===== src/design/eew_pkg.sv =====
// Shared constants and types for the protected page write host controller.
// Assumes a single 100 MHz system clock; all times become whole clock counts.
package eew_pkg;
  localparam int CLK_NS = 10; // System clock period
  localparam int ADDR_W = 17; // Full memory address width
  localparam int CMD_ADDR_W = 15; // Command address lines compared by the device
  localparam int OFS_W = 7; // In-page offset width
  localparam int PAGE_BYTES = 128; // Largest page load
  localparam int CMD_LEN = 3; // Bytes in a protection command sequence
  localparam int CNT_W = 5; // Width of the strobe timing counter
  // Strobe times in ns and write period in ms, as printed
  localparam int T_WP_NS = 100; // Write pulse width, least
  localparam int T_WPH_NS = 50; // Write pulse high, least
  localparam int T_AH_NS = 50; // Address hold after strobe fall, least
  localparam int T_ACC_NS = 120; // Read access time
  localparam int T_CEH_NS = 50; // Chip select high between reads, least
  localparam int T_OEHP_NS = 150; // Output strobe high pulse while polling, least
  localparam int T_WC_MS = 10; // Internal write period, longest
  // Least times round up to whole cycles
  localparam logic [CNT_W-1:0] WP_CYC = CNT_W'((T_WP_NS + CLK_NS - 1) / CLK_NS);
  localparam logic [CNT_W-1:0] WPH_CYC = CNT_W'((T_WPH_NS + CLK_NS - 1) / CLK_NS);
  localparam logic [CNT_W-1:0] AH_CYC = CNT_W'((T_AH_NS + CLK_NS - 1) / CLK_NS);
  localparam logic [CNT_W-1:0] ACC_CYC = CNT_W'((T_ACC_NS + CLK_NS - 1) / CLK_NS);
  localparam logic [CNT_W-1:0] RGAP_CYC =
    CNT_W'(((T_OEHP_NS > T_CEH_NS ? T_OEHP_NS : T_CEH_NS) + CLK_NS - 1) / CLK_NS);
  // Poll timeout: write period in cycles, used as a top parameter default
  localparam int WC_CYC = T_WC_MS * 1000000 / CLK_NS;
  // Requested protection action
  typedef enum logic [1:0] {
    EEW_PROT_NONE = 2'b00,
    EEW_PROT_ON = 2'b01,
    EEW_PROT_OFF = 2'b10
  } eew_prot_t;
  // Bus cycle engine states
  typedef enum logic [2:0] {
    EEW_CY_IDLE = 3'b000,
    EEW_CY_WSET = 3'b001,
    EEW_CY_WLOW = 3'b010,
    EEW_CY_WHOLD = 3'b011,
    EEW_CY_RACC = 3'b100,
    EEW_CY_GAP = 3'b101
  } eew_cy_t;
  // Sequencer states
  typedef enum logic [2:0] {
    EEW_ST_IDLE = 3'b000,
    EEW_ST_CMD = 3'b001,
    EEW_ST_LOAD = 3'b010,
    EEW_ST_LWAIT = 3'b011,
    EEW_ST_POLL = 3'b100,
    EEW_ST_DONE = 3'b101
  } eew_st_t;
endpackage : eew_pkg


===== src/design/eew_cyc_if.sv =====
// Request channel between the sequencer and the bus cycle engine.
// Assumes both ends run on the same clock; req is a one-cycle pulse.
`timescale 1ns/1ps
interface eew_cyc_if;
  logic req; // Start one bus cycle
  logic wr; // 1 write, 0 read
  logic [16:0] addr; // Cycle address
  logic [7:0] wdata; // Write byte
  logic done; // One-cycle pulse at end of cycle
  logic [7:0] rdata; // Read byte, valid with done
  modport ctrl (output req, wr, addr, wdata, input done, rdata);
  modport engine (input req, wr, addr, wdata, output done, rdata);
endinterface : eew_cyc_if


===== src/design/eew_cycle.sv =====
// Bus cycle engine: turns one read or write request into strobe timing.
// Assumes the memory data pins arrive asynchronously; they pass a 3-stage synchroniser.
`timescale 1ns/1ps
module eew_cycle (
  input wire logic sys_clk,
  input wire logic reset_n,
  eew_cyc_if.engine cyc,
  output logic [16:0] mem_addr,
  output logic [7:0] mem_dout,
  output logic mem_doe,
  input wire logic [7:0] mem_din,
  output logic mem_ce_n,
  output logic mem_oe_n,
  output logic mem_we_n
);
  import eew_pkg::*;

  eew_cy_t state, next_state; // Cycle phase
  logic [CNT_W-1:0] cnt, next_cnt; // Phase timer
  logic [7:0] din_a, din_b, din_c; // Pin synchroniser stages
  logic [16:0] next_mem_addr;
  logic [7:0] next_mem_dout, next_rdata;
  logic next_mem_doe, next_ce_n, next_oe_n, next_we_n, next_done;

  // Phase sequencing; output strobe stays high whenever write strobe is low
  always_comb begin
    next_state = state;
    next_cnt = cnt;
    next_mem_addr = mem_addr;
    next_mem_dout = mem_dout;
    next_mem_doe = mem_doe;
    next_ce_n = mem_ce_n;
    next_oe_n = mem_oe_n;
    next_we_n = mem_we_n;
    next_done = 1'b0;
    next_rdata = cyc.rdata;
    case (state)
      EEW_CY_IDLE: begin
        if (cyc.req) begin
          next_mem_addr = cyc.addr;
          next_mem_dout = cyc.wdata;
          next_ce_n = 1'b0;
          if (cyc.wr) begin
            // Output strobe high before write strobe falls
            next_oe_n = 1'b1;
            next_mem_doe = 1'b1;
            next_state = EEW_CY_WSET;
          end else begin
            next_oe_n = 1'b0;
            next_cnt = ACC_CYC;
            next_state = EEW_CY_RACC;
          end
        end
      end
      EEW_CY_WSET: begin
        // One cycle of address set-up, then strobe low
        next_we_n = 1'b0;
        next_cnt = WP_CYC;
        next_state = EEW_CY_WLOW;
      end
      EEW_CY_WLOW: begin
        // Pulse covers address hold too, since hold is shorter
        if (cnt == AH_CYC || cnt > 1) begin
          next_cnt = cnt - 1'b1;
        end
        if (cnt <= 1) begin
          next_we_n = 1'b1;
          next_cnt = WPH_CYC;
          next_state = EEW_CY_WHOLD;
        end
      end
      EEW_CY_WHOLD: begin
        // Data and address held past the rising strobe
        next_ce_n = 1'b1;
        next_mem_doe = 1'b0;
        next_state = EEW_CY_GAP;
      end
      EEW_CY_RACC: begin
        // Wait access time, then take data once the last two stages agree
        if (cnt != 0) begin
          next_cnt = cnt - 1'b1;
        end else if (din_b == din_c) begin
          next_rdata = din_c;
          next_oe_n = 1'b1;
          next_ce_n = 1'b1;
          next_cnt = RGAP_CYC;
          next_state = EEW_CY_GAP;
        end
      end
      EEW_CY_GAP: begin
        // Strobes high long enough for the next toggle read or write
        if (cnt > 1) begin
          next_cnt = cnt - 1'b1;
        end else begin
          // Done only once the gap is over, so a follow-on request is never lost
          next_done = 1'b1;
          next_cnt = '0;
          next_state = EEW_CY_IDLE;
        end
      end
      default: next_state = EEW_CY_IDLE;
    endcase
  end

  // Registers; strobes idle high after reset
  always_ff @(posedge sys_clk) begin
    din_a <= mem_din;
    din_b <= din_a;
    din_c <= din_b;
    if (!reset_n) begin
      state <= EEW_CY_IDLE;
      cnt <= '0;
      mem_addr <= '0;
      mem_dout <= '0;
      mem_doe <= 1'b0;
      mem_ce_n <= 1'b1;
      mem_oe_n <= 1'b1;
      mem_we_n <= 1'b1;
      cyc.done <= 1'b0;
      cyc.rdata <= '0;
    end else begin
      state <= next_state;
      cnt <= next_cnt;
      mem_addr <= next_mem_addr;
      mem_dout <= next_mem_dout;
      mem_doe <= next_mem_doe;
      mem_ce_n <= next_ce_n;
      mem_oe_n <= next_oe_n;
      mem_we_n <= next_we_n;
      cyc.done <= next_done;
      cyc.rdata <= next_rdata;
    end
  end
endmodule : eew_cycle


===== src/design/eew_host.sv =====
// Host controller for a byte-wide paged memory with software write protection.
// Assumes the user side is on sys_clk and the memory pins are asynchronous.
`timescale 1ns/1ps
module eew_host #(
  parameter int WC_TMO = eew_pkg::WC_CYC, // Poll timeout, cycles
  parameter logic [14:0] CMD_ADDR [3] = '{15'h0001, 15'h0002, 15'h0003}, // Arbitrary
  parameter logic [7:0] CMD_ON [3] = '{8'h01, 8'h02, 8'h03}, // Arbitrary
  parameter logic [7:0] CMD_OFF [3] = '{8'h01, 8'h02, 8'h04} // Arbitrary
) (
  input wire logic sys_clk,
  input wire logic reset_n,
  input wire logic start,
  input wire eew_pkg::eew_prot_t prot_mode,
  input wire logic poll_toggle,
  input wire logic [16:0] base_addr,
  input wire logic [7:0] byte_count,
  input wire logic [7:0] wdata,
  input wire logic wdata_valid,
  output logic wdata_ready,
  output logic busy,
  output logic done,
  output logic timeout_err,
  output logic [7:0] poll_data,
  output logic [16:0] mem_addr,
  output logic [7:0] mem_dout,
  output logic mem_doe,
  input wire logic [7:0] mem_din,
  output logic mem_ce_n,
  output logic mem_oe_n,
  output logic mem_we_n
);
  import eew_pkg::*;
  localparam int TMO_W = $clog2(WC_TMO + 1); // Timeout counter width

  eew_cyc_if cyc (); // Channel to the cycle engine

  eew_cycle u_cycle (
    .sys_clk(sys_clk),
    .reset_n(reset_n),
    .cyc(cyc),
    .mem_addr(mem_addr),
    .mem_dout(mem_dout),
    .mem_doe(mem_doe),
    .mem_din(mem_din),
    .mem_ce_n(mem_ce_n),
    .mem_oe_n(mem_oe_n),
    .mem_we_n(mem_we_n)
  );

  eew_st_t state, next_state; // Sequencer state
  eew_prot_t prot, next_prot; // Latched action
  logic [1:0] idx, next_idx; // Command byte index
  logic [9:0] page, next_page; // Page lines, frozen per load
  logic [OFS_W-1:0] ofs, next_ofs; // Offset within page
  logic [7:0] total, next_total; // Bytes to load
  logic [7:0] loaded, next_loaded; // Bytes loaded so far
  logic [7:0] last_data, next_last_data; // Last written byte
  logic [16:0] last_addr, next_last_addr; // Poll address
  logic use_toggle, next_use_toggle; // Toggle or data polling
  logic have_prev, next_have_prev; // A previous toggle read exists
  logic prev_t, next_prev_t; // Previous toggle bit
  logic [TMO_W-1:0] tmo, next_tmo; // Poll time spent
  logic req, next_req, wr, next_wr;
  logic [16:0] caddr, next_caddr;
  logic [7:0] cdata, next_cdata;
  logic next_wdata_ready, next_busy, next_done, next_err;
  logic [7:0] next_poll_data;

  assign cyc.req = req;
  assign cyc.wr = wr;
  assign cyc.addr = caddr;
  assign cyc.wdata = cdata;

  // Command byte for a sequence step; only the low address lines matter
  function automatic logic [7:0] cmd_byte(input eew_prot_t p, input logic [1:0] i);
    cmd_byte = (p == EEW_PROT_OFF) ? CMD_OFF[i] : CMD_ON[i];
  endfunction : cmd_byte

  // Sequencer next state
  always_comb begin
    next_state = state;
    next_prot = prot;
    next_idx = idx;
    next_page = page;
    next_ofs = ofs;
    next_total = total;
    next_loaded = loaded;
    next_last_data = last_data;
    next_last_addr = last_addr;
    next_use_toggle = use_toggle;
    next_have_prev = have_prev;
    next_prev_t = prev_t;
    next_tmo = tmo;
    next_req = 1'b0;
    next_wr = wr;
    next_caddr = caddr;
    next_cdata = cdata;
    next_wdata_ready = 1'b0;
    next_busy = busy;
    next_done = 1'b0;
    next_err = timeout_err;
    next_poll_data = poll_data;
    case (state)
      EEW_ST_IDLE: begin
        if (start) begin
          next_busy = 1'b1;
          next_err = 1'b0;
          next_prot = prot_mode;
          next_page = base_addr[16:7];
          next_ofs = base_addr[OFS_W-1:0];
          next_total = (byte_count > 8'(PAGE_BYTES)) ? 8'(PAGE_BYTES) : byte_count;
          next_loaded = '0;
          next_use_toggle = poll_toggle;
          next_idx = '0;
          if (prot_mode != EEW_PROT_NONE) begin
            // First command byte on the fifteen command lines
            next_req = 1'b1;
            next_wr = 1'b1;
            next_caddr = {2'b00, CMD_ADDR[0]};
            next_cdata = cmd_byte(prot_mode, 2'b00);
            next_state = EEW_ST_CMD;
          end else if (byte_count == 0) begin
            next_state = EEW_ST_DONE; // Nothing to write
          end else begin
            next_state = EEW_ST_LOAD;
          end
        end
      end
      EEW_ST_CMD: begin
        if (cyc.done) begin
          next_last_addr = caddr;
          next_last_data = cdata;
          if (idx == 2'(CMD_LEN - 1)) begin
            if (total == 0) begin
              // No data: timer still runs, only toggle polling is meaningful
              next_use_toggle = 1'b1;
              next_have_prev = 1'b0;
              next_tmo = '0;
              next_req = 1'b1;
              next_wr = 1'b0;
              next_state = EEW_ST_POLL;
            end else begin
              next_state = EEW_ST_LOAD;
            end
          end else begin
            next_idx = idx + 1'b1;
            next_req = 1'b1;
            next_caddr = {2'b00, CMD_ADDR[idx + 1'b1]};
            next_cdata = cmd_byte(prot, idx + 1'b1);
          end
        end
      end
      EEW_ST_LOAD: begin
        if (wdata_valid) begin
          // Page lines never change within one load
          next_wdata_ready = 1'b1;
          next_req = 1'b1;
          next_wr = 1'b1;
          next_caddr = {page, ofs};
          next_cdata = wdata;
          next_state = EEW_ST_LWAIT;
        end
      end
      EEW_ST_LWAIT: begin
        if (cyc.done) begin
          next_last_addr = caddr;
          next_last_data = cdata;
          next_ofs = ofs + 1'b1; // Wraps inside the page
          next_loaded = loaded + 1'b1;
          if (loaded + 1'b1 == total) begin
            next_have_prev = 1'b0;
            next_tmo = '0;
            next_req = 1'b1;
            next_wr = 1'b0;
            next_caddr = caddr;
            next_state = EEW_ST_POLL;
          end else begin
            next_state = EEW_ST_LOAD;
          end
        end
      end
      EEW_ST_POLL: begin
        // Each read is a full strobe pulse, so status toggles per read
        next_caddr = last_addr;
        if (tmo != TMO_W'(WC_TMO)) begin
          next_tmo = tmo + 1'b1;
        end
        if (cyc.done) begin
          next_poll_data = cyc.rdata;
          next_prev_t = cyc.rdata[6];
          next_have_prev = 1'b1;
          if (use_toggle ? (have_prev && cyc.rdata[6] == prev_t)
                         : (cyc.rdata[7] == last_data[7])) begin
            next_state = EEW_ST_DONE;
          end else if (tmo == TMO_W'(WC_TMO)) begin
            next_err = 1'b1; // Write never finished
            next_state = EEW_ST_DONE;
          end else begin
            next_req = 1'b1;
          end
        end
      end
      EEW_ST_DONE: begin
        next_done = 1'b1;
        next_busy = 1'b0;
        next_state = EEW_ST_IDLE;
      end
      default: next_state = EEW_ST_IDLE;
    endcase
  end

  // Sequencer registers
  always_ff @(posedge sys_clk) begin
    if (!reset_n) begin
      state <= EEW_ST_IDLE;
      prot <= EEW_PROT_NONE;
      idx <= '0;
      page <= '0;
      ofs <= '0;
      total <= '0;
      loaded <= '0;
      last_data <= '0;
      last_addr <= '0;
      use_toggle <= 1'b0;
      have_prev <= 1'b0;
      prev_t <= 1'b0;
      tmo <= '0;
      req <= 1'b0;
      wr <= 1'b0;
      caddr <= '0;
      cdata <= '0;
      wdata_ready <= 1'b0;
      busy <= 1'b0;
      done <= 1'b0;
      timeout_err <= 1'b0;
      poll_data <= '0;
    end else begin
      state <= next_state;
      prot <= next_prot;
      idx <= next_idx;
      page <= next_page;
      ofs <= next_ofs;
      total <= next_total;
      loaded <= next_loaded;
      last_data <= next_last_data;
      last_addr <= next_last_addr;
      use_toggle <= next_use_toggle;
      have_prev <= next_have_prev;
      prev_t <= next_prev_t;
      tmo <= next_tmo;
      req <= next_req;
      wr <= next_wr;
      caddr <= next_caddr;
      cdata <= next_cdata;
      wdata_ready <= next_wdata_ready;
      busy <= next_busy;
      done <= next_done;
      timeout_err <= next_err;
      poll_data <= next_poll_data;
    end
  end
endmodule : eew_host


===== config.mk =====
export PLATFORM = sky130hd
export DESIGN_NAME = eew_host
export DESIGN_NICKNAME = d
export VERILOG_FILES = /design/src/design/eew_pkg.sv /design/src/design/eew_cyc_if.sv /design/src/design/eew_cycle.sv /design/src/design/eew_host.sv
export SDC_FILE = /design/constraint.sdc
export NUM_CORES = 1
export LEC_CHECK = 0
export BUFFER_PORTS_ARGS = -buffer_cell sky130_fd_sc_hd__buf_2
export CAP_MARGIN = 0
export CORE_ASPECT_RATIO = 1.25
export CORE_UTILIZATION = 65
export CTS_BUF_LIST = sky130_fd_sc_hd__clkbuf_8
export DETAILED_ROUTE_END_ITERATION = 10
export PLACE_DENSITY_LB_ADDON = 0.12
export SETUP_SLACK_MARGIN = 0.02
export SLEW_MARGIN = 20
export SYNTH_ARGS = -nofsm -noshare
export SYNTH_HDL_FRONTEND = slang
export SYNTH_HIERARCHICAL = 1
export SYNTH_SLANG_ARGS = --single-unit

===== constraint.sdc =====
create_clock -name sys_clk -period 5.92 [get_ports sys_clk]
set_clock_uncertainty 0.2 [all_clocks]
set_input_delay 0.592 -clock sys_clk [delete_from_list [all_inputs] [get_ports sys_clk]]
set_output_delay 0.592 -clock sys_clk [all_outputs]
set_load 0.02 [all_outputs]

After elaboration in Yosys (flattened, before gate mapping)
Cells that the tools add are included.
{"block": "op_classes", "addsub": 5, "magnitude_cmp": 4, "n_eq_ne": 42, "n_mux": 118, "n_bitwise": 2, "reduce_logical": 46}
{"op": "20-bit 2-to-1 mux", "n": 6}
{"op": "8-bit 2-to-1 mux", "n": 13}
{"op": "17-bit 2-to-1 mux", "n": 5}
{"op": "17-bit one-hot mux with 4 select lines", "n": 1}
{"op": "20-bit one-hot mux with 3 select lines", "n": 1}
{"op": "3-bit 2-to-1 mux", "n": 18}
{"op": "1-bit 2-to-1 mux", "n": 40}
{"op": "5-bit 2-to-1 mux", "n": 7}
{"op": "8-bit binary-select mux with 2-bit select", "n": 2}
{"op": "15-bit binary-select mux with 2-bit select", "n": 1}
{"op": "15-bit 2-to-1 mux", "n": 2}
{"op": "2-bit inequality test (second input constant)", "n": 15}
{"op": "5-bit one-hot mux with 5 select lines", "n": 1}
{"op": "8-bit one-hot mux with 3 select lines", "n": 1}
{"op": "7-bit AND reduction", "n": 3}
{"op": "20-bit by 1-bit adder with 20-bit output (second input constant)", "n": 1}
{"op": "20-bit == test (second input constant)", "n": 1}
{"op": "20-bit inequality test (second input constant)", "n": 1}
{"op": "5-bit AND reduction", "n": 4}
{"op": "3-bit one-hot mux with 6 select lines", "n": 1}
{"op": "8-bit == test", "n": 2}
{"op": "8-bit logical NOT", "n": 2}
{"op": "8-bit one-hot mux with 2 select lines", "n": 1}
{"op": "2-bit AND reduction", "n": 8}
{"op": "other kinds (40)", "n": 80}
{"block": "word_totals", "regBits": 197, "word_cells": 252}

Longest topological paths before layout
Gate-level depths: netlist of the first run.
{"block": "depth", "ltp_word": 9, "depth_mapped": 10, "ltp_nobuf": 8}

Modules after synthesis
Netlist of the first run, hierarchy kept.
{"mod": "eew_host", "instances": 1, "cells_per_inst": 730, "area_each_um2": 5759.3, "seq_area_each_um2": 2382.3}
{"mod": "eew_cycle", "instances": 1, "cells_per_inst": 301, "area_each_um2": 2776.4, "seq_area_each_um2": 1401.3}

Worst setup path after synthesis of the first run
No wires, ideal clock.
{"block": "synth_path", "path_kind": "flip-flop to flip-flop", "startpoint": "register loaded[0]", "endpoint": "register tmo[12]", "arrival_time_ns": 2.244, "required_ns": 5.583, "path_slack_ns": 3.339, "path_stages_with_launch": 9, "n_path_buf": 1, "synth_period_minus_slack_ns": 2.581, "path_cell_list": "dfxtp_1 > ha_1 > nand3_2 > or3_4 > a2111oi_4 > a41oi_4 > nor2_2 > buf_2 > o221ai_1"}
{"block": "synth_via", "elab_chain_len": 4}
{"element": "start, declared", "line_no": "eew_host.sv:56", "text": "logic [7:0] loaded, next_loaded;"}
{"element": "start signal, assigned", "line_no": "eew_host.sv:244", "text": "loaded <= next_loaded;"}
{"element": "8-bit by 1-bit adder with 8-bit output", "line_no": "eew_host.sv:170", "text": "if (loaded + 1'b1 == total) begin"}
{"element": "8-bit == test", "line_no": "eew_host.sv:170"}
{"element": "2-bit inequality test (no source line)"}
{"element": "7-bit AND reduction (no source line)"}
{"element": "end signal, assigned", "line_no": "eew_host.sv:250", "text": "tmo <= next_tmo;"}
{"element": "end, declared", "line_no": "eew_host.sv:62", "text": "logic [TMO_W-1:0] tmo, next_tmo;"}
No other way between the ends.
A chain may end at the register's enable or synchronous reset.

==> impl_metrics.py, run 1 <==
metrics = {
    "run_status": {
        "status": "completed",
    },
    "layout": {
        "post-route-util_pct": 73.77,
        "final_net_count": 1141,
        "share_of_cells_above_drive_strength_1_pct": 13.88,
        "area.growth.synth_to_final_pct": 9.924,
        "antenna_cells": 0,
        "fillCellCount": 1048,
    },
    "logic_synthesis": {
        "synth_top_flop_cell": "dfxtp_1",
        "yosysTopAreaCell": "dfxtp_1",
        "synthesis.yosys.warnings": 6,
        "synth.lib_cells_used.distinct": 81,
        "seq_area_frac_synth_pct": 44.33,
        "synth.most_common_cell": "nand2_1",
        "postSynthRegisterBits": 189,
        "synth_edf_count": 0,
        "synth.top_cells.by_count": "nand2_1 (210), dfxtp_1 (189), a21oi_1 (97), nor2_1 (58), clkbuf_1 (53)",
        "netlist.area_leader.share_pct": 44.33,
        "syn_inst": 1031,
        "synthArstFlopShare_pct": 0,
        "synth.area.top_cells": "dfxtp_1 (44%), nand2_1 (9.2%), a21oi_1 (5.7%), a21boi_0 (2.6%), nor2_1 (2.6%)",
        "synth.net_count": 1090,
        "syn-cell-area_um2": 8536,
        "synth_area_per_cell_um2": 8.279,
    },
    "power_and_ir_drop": {
        "power.static_leakage_nw": 3.398,
        "power-per-cell-area_nw_per_um2": 414.9,
        "ir_worst_vdd_uv": 245.0,
    },
    "detailed_routing": {
        "total_vias_in_the_final_route": 7701,
        "routedWlPerCell_um": 16.30,
        "wl_mm": 20.59,
        "antenna_violating_nets_post_route": 0,
        "drcViolationCount": 0,
        "drt_first_iter_violations": 556,
        "drtPass1Iterations": 5,
        "vias_per_cell": 6.097,
    },
    "placed_design": {
        "dp_worst_setup_slack_ps": 2565,
        "port_buffers": 88,
        "finalWeightedCongestion": 0.9380,
        "place_hpwl_mm": 14.20,
    },
    "grt": {
        "use_met3_pct": 5.045,
        "met2_usage_pct": 53.68,
        "wire_length_of_the_first_global_routing_pass_mm": 33.53,
        "largest_net_degree_at_the_start_of_global_routing": 83,
        "grt_pass1_vias": 6959,
        "grt-busiest-layer": "met2",
        "grt_antenna_before_repair": 0,
        "grtUsageMet1_pct": 37.61,
        "global_route.usage.total_pct": 30.80,
        "globalRouteOverflowTotal": 0,
    },
    "clock_network": {
        "clk_transition_reported_paths_ps": 100,
        "worstSkewPairLatency_ps": 470,
        "cts-root-to-sink-buffers": 2,
        "numCtsBuffers": 17,
        "htree_num_levels": 4,
        "clock_tree.root_cell": "clkbuf_8",
        "cts_num_sinks": 189,
        "tritoncts": "built",
        "post-cts-setup-buffer-count": 0,
    },
    "timing": {
        "tns_ps": 0,
        "final-max-slew-violation-count": 0,
        "transition_time_at_the_pin_with_the_least_slew_margin_ps": 1044,
        "setup-violations-final": 0,
        "timing_hold_violations_final": 0,
        "relSlewSlack_pct": 30.40,
        "layout_setup_ws_ps": 2518,
        "max_freq_mhz": 293.9,
        "period_minus_slack_ps": 3402,
        "grt_setup_unrepaired": "no",
        "whs_ps": 23.84,
        "final_min_period_over_clock_period_pct": 57.47,
    },
    "die": {
        "die_h_um": 130.1,
        "fp.dieArea_um2": 13600,
        "coreArea_um2": 12720,
        "floorplan.initialDensity_pct": 67.11,
        "die_span_x_um": 104.5,
        "std_cell_rows": 46,
        "boundaryPins": 89,
    },
    "min_path": {
        "min_from": "mem_din[0]",
        "min_path_cells": 1,
        "min_delay_worst_endpoint": "u_cycle/din_a[0]$_DFF_P_",
        "holdCritPathClass": "in2reg",
    },
    "setup_path": {
        "crit_required_ps": 6110,
        "timing.reg2reg.worst_path_depth": 6,
        "critPathBufInv": 2,
        "critical_path.top_delay_family": "simple AND/OR/NAND/NOR gates",
        "cp.arrival_ps": 3590,
        "reg2reg_to": "tmo[5]$_SDFFE_PN0P_",
        "critical-path-slowest-cell": "nor3_4",
        "worst_path_fanout_max": 26,
        "crit_path_cell_trace": "clkinv_1 > nor3_4 > buf_4 > nand2_1 > or4_1 > a21oi_1",
        "reg2reg_slack_ps": 2520,
        "cp-end-kind": "flip-flop",
        "timing_worst_setup_path_type": "reg2reg",
        "reg2reg_from": "state[2]$_SDFFE_PN0P_",
        "critPathMaxStageDelay_ps": 780,
        "critical_path.startpoint_type": "flip-flop",
    },
    "job": {
        "drv_cap": 0,
    },
}
## cell usage in the layout, fill, tap and decap left out, types with 9 or more instances in the layout
cell type,instances
o21ai_0,35
nand2_1,210
nand3_1,36
ha_1,11
a21boi_0,29
nand2b_1,11
and3_1,15
mux2i_1,11
nor4_1,9
a31oi_1,14
o31ai_1,9
a22oi_1,18
a21oi_1,97
nor2b_1,14
inv_1,19
nor2_1,58
xnor2_1,12
clkbuf_8,17
dfxtp_1,189
nor3_1,10
buf_2,88
a211oi_1,18
## flip-flops by register name (all words and copies together) (netlist names), 2 cells and up
name	cells
total	8
caddr	17
prot	2
u_cycle/state	3
ofs	7
u_cycle/cnt	5
cdata	8
u_cycle/cyc.rdata	8
poll_data	8
loaded	8
page	10
u_cycle/mem_addr	17
idx	2
u_cycle/din_c	8
u_cycle/din_b	8
u_cycle/din_a	8
state	3
last_addr	17
u_cycle/mem_dout	8
tmo	20
## cell type report
cell class | count | area [µm²] | area share (%)
inverter | 21 | 78.83 | 0.8401
sequential | 189 | 3784 | 40.33
multi-input combinational | 754 | 4394 | 46.83
timing repair buffer | 99 | 533.0 | 5.681
clock inverter | 15 | 148.9 | 1.587
clock buffer | 17 | 234.0 | 2.494
tap | 168 | 210.2 | 2.240
## power breakdown
group	internal, mW	switching (mW)
registers	1.45	0.229
logic	0.488	0.910
clock network	0.312	0.503
## routing by layer
layer | up-vias | part of all wire, %
li1 | 3778 | -
met4 | 0 | 3.4
met5 | - | 0
met2 | 288 | 49
met1 | 3578 | 41
met3 | 57 | 5.9
## worst register-to-register path, stage by stage, from the launching register on
cell,delay [ps]
dfxtp_1,700
clkinv_1,450
nor3_4,790
buf_4,420
nand2_1,130
or4_1,520
a21oi_1,130
## worst max path at each step
| stage | startpoint | endpoint | cells after the start |
|---|---|---|---|
| after CTS | state[2]$_SDFFE_PN0P_ | tmo[5]$_SDFFE_PN0P_ | 6 |
| after floorplan | loaded[0]$_SDFFE_PN0P_ | tmo[12]$_SDFFE_PN0P_ | 8 |
| after global routing | state[2]$_SDFFE_PN0P_ | tmo[5]$_SDFFE_PN0P_ | 6 |
| after global placement | state[2]$_SDFFE_PN0P_ | tmo[5]$_SDFFE_PN0P_ | 6 |
| final | state[2]$_SDFFE_PN0P_ | tmo[5]$_SDFFE_PN0P_ | 6 |
| after detailed placement | state[2]$_SDFFE_PN0P_ | tmo[5]$_SDFFE_PN0P_ | 6 |
## logic make-up after synthesis
logic type / Yosys count / synth area share [%]
multiplexers: 11 / 1.290
XOR/XNOR: 20 / 2.052
buffers and inverters: 88 / 4.397
AO/OA/AOI/OAI: 295 / 23.23
AND/OR/NAND/NOR: 417 / 23.09
flip-flops: 189 / 44.33
adder cells (fa/ha/maj): 11 / 1.612
## per-stage QoR
step           instances  power, mW  area [µm²]
4_1_cts             1262      3.875        9371
6_report            1263      3.893        9383
5_1_grt             1263      4.127        9383
3_3_place_gp        1227      3.044        8959
2_1_floorplan       1031      2.714        8536
3_5_place_dp        1227      3.071        8959
## what timing repair did
item / 4_1_cts / 5_1_grt
gates resized for setup: 0 / 0
endpoints found under the hold margin: 3 / 1
hold buffers: 3 / 1
(Power assumes the default switching activity.)
==> run 2: changes to the inputs <==
ABC_AREA = 1   (was default)
CORE_UTILIZATION = 55   (was 65)
clock period = 3 ns   (was 5.92 ns; I/O delays follow)
==> impl_metrics.py, run 2 <==
metrics = {
    "logic_synthesis": {
        "synth.most_common_cell": "nand2_1",
        "netlist.area_leader.share_pct": 43.83,
        "postSynthRegisterBits": 189,
        "synthArstFlopShare_pct": 0,
        "synth.lib_cells_used.distinct": 45,
        "syn-cell-area_um2": 8633,
        "synth_top_flop_cell": "dfxtp_1",
        "synth_area_per_cell_um2": 7.129,
        "syn_inst": 1211,
        "yosysTopAreaCell": "dfxtp_1",
        "synth.net_count": 1270,
        "synth.area.top_cells": "dfxtp_1 (44%), nand2_1 (12%), a21oi_1 (6.6%), nand3_1 (6.0%), nor2_1 (5.8%)",
        "synth.top_cells.by_count": "nand2_1 (265), dfxtp_1 (189), nor2_1 (134), a21oi_1 (113), nand3_1 (104)",
        "seq_area_frac_synth_pct": 43.83,
        "synth_edf_count": 0,
        "synthesis.yosys.warnings": 6,
    },
    "timing": {
        "timing_hold_violations_final": 0,
        "grt_setup_unrepaired": "no",
        "transition_time_at_the_pin_with_the_least_slew_margin_ps": 1053,
        "max_freq_mhz": 392.8,
        "final_min_period_over_clock_period_pct": 84.85,
        "period_minus_slack_ps": 2546,
        "final-max-slew-violation-count": 0,
        "layout_setup_ws_ps": 454.5,
        "relSlewSlack_pct": 29.70,
        "setup-violations-final": 0,
        "tns_ps": 0,
    },
    "die": {
        "die_span_x_um": 114.1,
        "coreArea_um2": 15140,
        "die_h_um": 142.1,
        "fp.dieArea_um2": 16210,
        "boundaryPins": 89,
        "floorplan.initialDensity_pct": 57.02,
        "std_cell_rows": 50,
    },
    "power_and_ir_drop": {
        "power-per-cell-area_nw_per_um2": 759.4,
        "net-switching-power_mw": 3.111,
        "power.sequential.fraction_pct": 42.0,
        "internal_cell_power_mw": 4.459,
        "sw_frac_of_total_pct": 41.09,
        "power.static_leakage_nw": 4.096,
        "share_of_total_power_in_the_clock_network_pct": 21.9,
        "power_frac_comb_pct": 36.0,
        "ir_worst_vdd_uv": 477.1,
    },
    "clock_network": {
        "cts-root-to-sink-buffers": 2,
        "worstSkewPairLatency_ps": 470,
        "tritoncts": "built",
        "htree_num_levels": 4,
        "clk_transition_reported_paths_ps": 100,
        "cts_num_sinks": 189,
        "cts-resized-gates": 0,
        "clock_tree.root_cell": "clkbuf_8",
        "numCtsBuffers": 17,
    },
    "setup_path": {
        "timing.reg2reg.worst_path_depth": 12,
        "cp.arrival_ps": 2680,
        "reg2reg_slack_ps": 450,
        "crit_required_ps": 3130,
        "critical_path.startpoint_type": "flip-flop",
        "timing_worst_setup_path_type": "reg2reg",
        "reg2reg_to": "tmo[18]$_SDFFE_PN0P_",
        "reg2reg_from": "loaded[1]$_SDFFE_PN0P_",
        "cp-end-kind": "flip-flop",
        "worst_path_fanout_max": 20,
    },
    "layout": {
        "antenna_cells": 0,
        "final_net_count": 1381,
        "fillCellCount": 1384,
        "registers.top_by_ff_count": "tmo",
        "multi_input_area_um2": 4155,
        "share_of_cells_above_drive_strength_1_pct": 13.57,
        "area.growth.synth_to_final_pct": 15.46,
        "final_cell_mix": "nand2_1 (265), dfxtp_1 (189), nor2_1 (134)",
        "largest_reg_flops": 20,
        "mostFrequentLayoutCell": "nand2_1",
        "register_area_um2": 3784,
    },
    "placed_design": {
        "finalWeightedCongestion": 0.9119,
        "place_hpwl_mm": 15.36,
        "port_buffers": 88,
        "dp_worst_setup_slack_ps": 497.0,
    },
    "detailed_routing": {
        "routedWlPerCell_um": 14.32,
        "total_vias_in_the_final_route": 8229,
        "drtPass1Iterations": 5,
        "drcViolationCount": 0,
        "drt_first_iter_violations": 487,
        "antenna_violating_nets_post_route": 0,
        "wl_mm": 22.09,
        "vias_per_cell": 5.337,
    },
    "job": {
        "drv_cap": 0,
    },
    "run_status": {
        "status": "completed",
    },
    "grt": {
        "global_route.usage.total_pct": 28.04,
        "largest_net_degree_at_the_start_of_global_routing": 45,
        "grt_pass1_vias": 7505,
        "grt_antenna_before_repair": 0,
        "wire_length_of_the_first_global_routing_pass_mm": 36.00,
        "globalRouteOverflowTotal": 0,
    },
    "min_path": {
        "holdCritPathClass": "in2reg",
        "min_path_cells": 4,
        "min_from": "byte_count[7]",
        "min_delay_worst_endpoint": "total[2]$_SDFFE_PN0P_",
    },
}
## run 2: cell count changes after synthesis, sizes merged, moves of 24 or more
cell    change
nand2      +67
inv       +100
nand3      +72
clkbuf     -24
nor2       +87
a21boi     -29
o21ai      +56
## run 2: routing by layer
layer	share of wire (%)	vias to the layer above	global-route usage, %
met5	0	-	0
met4	2.6	0	10.80
met3	4.4	36	5.324
met2	49	202	48.07
met1	44	3791	34.65
li1	-	4200	-
## run 2: cell type report
cell class	instances	area share, %
flip-flops and latches	189	37.96
multi-input cells	853	41.68
well taps	208	2.611
repair buffers	140	9.339
clock inverters	14	1.456
clock buffers	17	2.347
inverters	121	4.606
## run 2: metrics by stage
stage          hold WS (ps)  cells  utilization [%]  area [µm²]  total power [mW]
4_1_cts               6.472   1542            65.84        9968             7.575
5_1_grt               34.58   1542            65.84        9968             8.061
2_1_floorplan         109.6   1211                -        8633             5.286
3_5_place_dp          113.5   1471            60.69        9189             5.880
3_3_place_gp          110.4   1471            60.69        9189             5.850
6_report              21.86   1542            65.84        9968             7.570
## run 2: how the worst max path moves through the flow
stage                      startpoint               endpoint  cells past startpoint
5_1_grt         state[2]$_SDFFE_PN0P_  cdata[6]$_SDFFE_PN0P_                     11
2_1_floorplan     tmo[0]$_SDFFE_PN0P_   tmo[12]$_SDFFE_PN0P_                     11
3_5_place_dp    state[2]$_SDFFE_PN0P_  cdata[3]$_SDFFE_PN0P_                     11
6_report       loaded[1]$_SDFFE_PN0P_   tmo[18]$_SDFFE_PN0P_                     12
3_3_place_gp    state[2]$_SDFFE_PN0P_  cdata[6]$_SDFFE_PN0P_                     11
4_1_cts        loaded[1]$_SDFFE_PN0P_   tmo[18]$_SDFFE_PN0P_                     12
## run 2: timing repair
item,in CTS,in global routing
hold buffers,40,0
endpoints found under the hold margin,39,0
setup buffers,0,0
## run 2: cell families after synthesis
group / share of synthesized area (%)
xor+xnor: 1.623
buf+inv: 8.043
fa+ha+maj: 1.594
simple gates: 29.65
compound gates: 15.26
flops: 43.83
## run 2: critical path: stages (launching register included)
cell and delay, ps:
dfxtp_1 380, ha_1 270, nand2_2 110, nor2_2 140, nand3_1 110, nand3_1 90
nand2_1 60, nor2_2 130, nand3_2 90, nand2_4 170, nand3_2 380, nand2_1 190
a21oi_1 80
## run 2: power by group through the flow
stage | clock [mW] | combinational (mW) | sequential [mW]
final | 1.66 | 2.73 | 3.18
after global routing | 1.79 | 3.04 | 3.22
after CTS | 1.69 | 2.70 | 3.18
after detailed placement | 0 | 2.65 | 3.23
after global placement | 0 | 2.62 | 3.23
after floorplan | 0 | 2.09 | 3.19
==> run 3: changes to the inputs <==
ABC_AREA = 0   (was 1)
clock period = 2.13 ns   (was 3 ns; I/O delays follow)
==> impl_metrics.py, run 3 (synthesized netlist as in run 1, its figures left out) <==
metrics = {
    "placed_design": {
        "place_hpwl_mm": 15.31,
        "finalWeightedCongestion": 0.8975,
        "port_buffers": 88,
        "dp_worst_setup_slack_ps": -317.3,
    },
    "grt": {
        "globalRouteOverflowTotal": 0,
        "global_route.usage.total_pct": 29.18,
        "largest_net_degree_at_the_start_of_global_routing": 82,
        "wire_length_of_the_first_global_routing_pass_mm": 37.59,
        "grt_pass1_vias": 7765,
        "grt_antenna_before_repair": 0,
    },
    "run_status": {
        "status": "finished, violations left",
        "violations_in_the_final_reports": "negative setup slack",
    },
    "detailed_routing": {
        "drcViolationCount": 0,
        "drtPass1Iterations": 5,
        "routedWlPerCell_um": 16.04,
        "drt_first_iter_violations": 762,
        "antenna_violating_nets_post_route": 0,
        "total_vias_in_the_final_route": 8304,
        "wl_mm": 23.31,
        "vias_per_cell": 5.715,
    },
    "timing": {
        "timing_hold_violations_final": 0,
        "setup-violations-final": 29,
        "period_minus_slack_ps": 2461,
        "layout_setup_ws_ps": -331.3,
        "whs_ps": 19.87,
        "grt_setup_unrepaired": "yes",
        "final_min_period_over_clock_period_pct": 115.6,
        "transition_time_at_the_pin_with_the_least_slew_margin_ps": 564.7,
        "max_freq_mhz": 406.3,
        "final-max-slew-violation-count": 0,
        "relSlewSlack_pct": 62.35,
    },
    "layout": {
        "antenna_cells": 0,
        "largest_reg_flops": 20,
        "mostFrequentLayoutCell": "nand2_1",
        "share_of_cells_above_drive_strength_1_pct": 24.42,
        "final_net_count": 1291,
        "registers.top_by_ff_count": "tmo",
        "area.growth.synth_to_final_pct": 29.49,
        "post-route-util_pct": 73.31,
        "final_cell_mix": "nand2_1 (209), dfxtp_1 (181), buf_4 (103)",
    },
    "setup_path": {
        "cp-end-kind": "flip-flop",
        "critPathBufInv": 0,
        "timing_worst_setup_path_type": "reg2reg",
        "critical_path.startpoint_type": "flip-flop",
        "cp.arrival_ps": 2680,
        "critical-path-slowest-cell": "or3_1",
        "cp_num_cells": 7,
        "timing.reg2reg.worst_path_depth": 7,
        "critical_path.top_delay_family": "simple AND/OR/NAND/NOR gates",
        "crit_path_cell_trace": "ha_4 > nand3_4 > or3_4 > a2111oi_4 > a41oi_4 > or3_1 > a21oi_1",
        "worst_path_fanout_max": 8,
        "crit_required_ps": 2350,
        "critPathMaxStageDelay_ps": 420,
    },
    "die": {
        "std_cell_rows": 50,
        "coreArea_um2": 15080,
        "fp.dieArea_um2": 16020,
        "die_h_um": 141.3,
        "die_span_x_um": 113.4,
        "floorplan.initialDensity_pct": 56.61,
        "boundaryPins": 89,
    },
    "job": {
        "drv_cap": 0,
    },
    "clock_network": {
        "cts_num_sinks": 189,
        "clock_tree.root_cell": "clkbuf_8",
        "cts-root-to-sink-buffers": 2,
        "tritoncts": "built",
        "clk_transition_reported_paths_ps": 110,
        "numCtsBuffers": 17,
        "htree_num_levels": 4,
        "worstSkewPairLatency_ps": 480,
    },
    "power_and_ir_drop": {
        "power.static_leakage_nw": 4.194,
        "ir_worst_vdd_uv": 627.2,
        "power-per-cell-area_nw_per_um2": 1142,
        "design_power_total_mw": 12.62,
    },
    "min_path": {
        "min_path_cells": 4,
        "holdCritPathClass": "in2reg",
    },
}
[run 3: changes by cell type in the layout (fill, tap and decap cells not counted), moves of 29 or more]
cell,delta
inv_1,-88
a21boi_0,+29
nand2_1,-56
nand3_1,-69
o21ai_0,-53
nor2_1,-78
buf_4,+91
[run 3: area by class of cell]
class	count	area (µm²)
Clock buffer	17	234.0
Multi-Input combinational cell	754	4652
Tap cell	208	260.3
Clock inverter	15	171.4
Timing Repair Buffer	249	1861
Fill cell	1153	4024
Inverter	21	78.83
Sequential cell	189	3796
[run 3: worst reg2reg max path, stage by stage (launching register included)]
cell	delay (ps)
dfxtp_2	370
ha_4	170
nand3_4	80
or3_4	380
a2111oi_4	390
a41oi_4	270
or3_1	420
a21oi_1	120
[run 3: worst paths after layout]
kind	startpoint	to	slack, ps
worst min-delay path	reset_n	tmo[8]$_SDFFE_PN0P_	20
worst min register to register	u_cycle/din_a[5]$_DFF_P_	u_cycle/din_b[5]$_DFF_P_	130
worst max-delay path	loaded[1]$_SDFFE_PN0P_	tmo[1]$_SDFFE_PN0P_	-330
worst max register to register	loaded[1]$_SDFFE_PN0P_	tmo[1]$_SDFFE_PN0P_	-330
[run 3: metal layers]
layer / wire length, µm / vias to the layer above / global-route usage (%)
met3: 1183 / 55 / 4.015
met4: 605 / 0 / 12.19
met1: 9883 / 3890 / 36.91
met5: 0 / - / 0
met2: 11630 / 279 / 49.92
li1: - / 4080 / -
[run 3: power by group]
group          leakage (nW)  internal, mW  switching, mW
logic                  2.44          2.47           3.25
registers              1.55          4.04          0.434
clock network         0.208         0.993           1.44
total                  4.19          7.50           5.12
[run 3: timing repair]
| action | in CTS | in global routing |
|---|---|---|
| gates cloned | 0 | 1 |
| endpoints found under the setup margin | 34 | 73 |
| buffers inserted | 5 | 7 |
| endpoints found under the hold margin | 44 | 0 |
| pin swaps | 13 | 13 |
| hold buffers | 44 | 0 |
| gates resized for setup | 31 | 29 |
[run 3: through the flow]
| stage | cell area, µm² | TNS, ps | std cells |
|---|---|---|---|
| after CTS | 10840 | -6037 | 1445 |
| after detailed placement | 9824 | -5808 | 1364 |
| after floorplan | 8588 | -2751 | 1031 |
| after global routing | 11050 | -10010 | 1453 |
| after global placement | 9824 | -5167 | 1364 |
| final | 11050 | -6923 | 1453 |
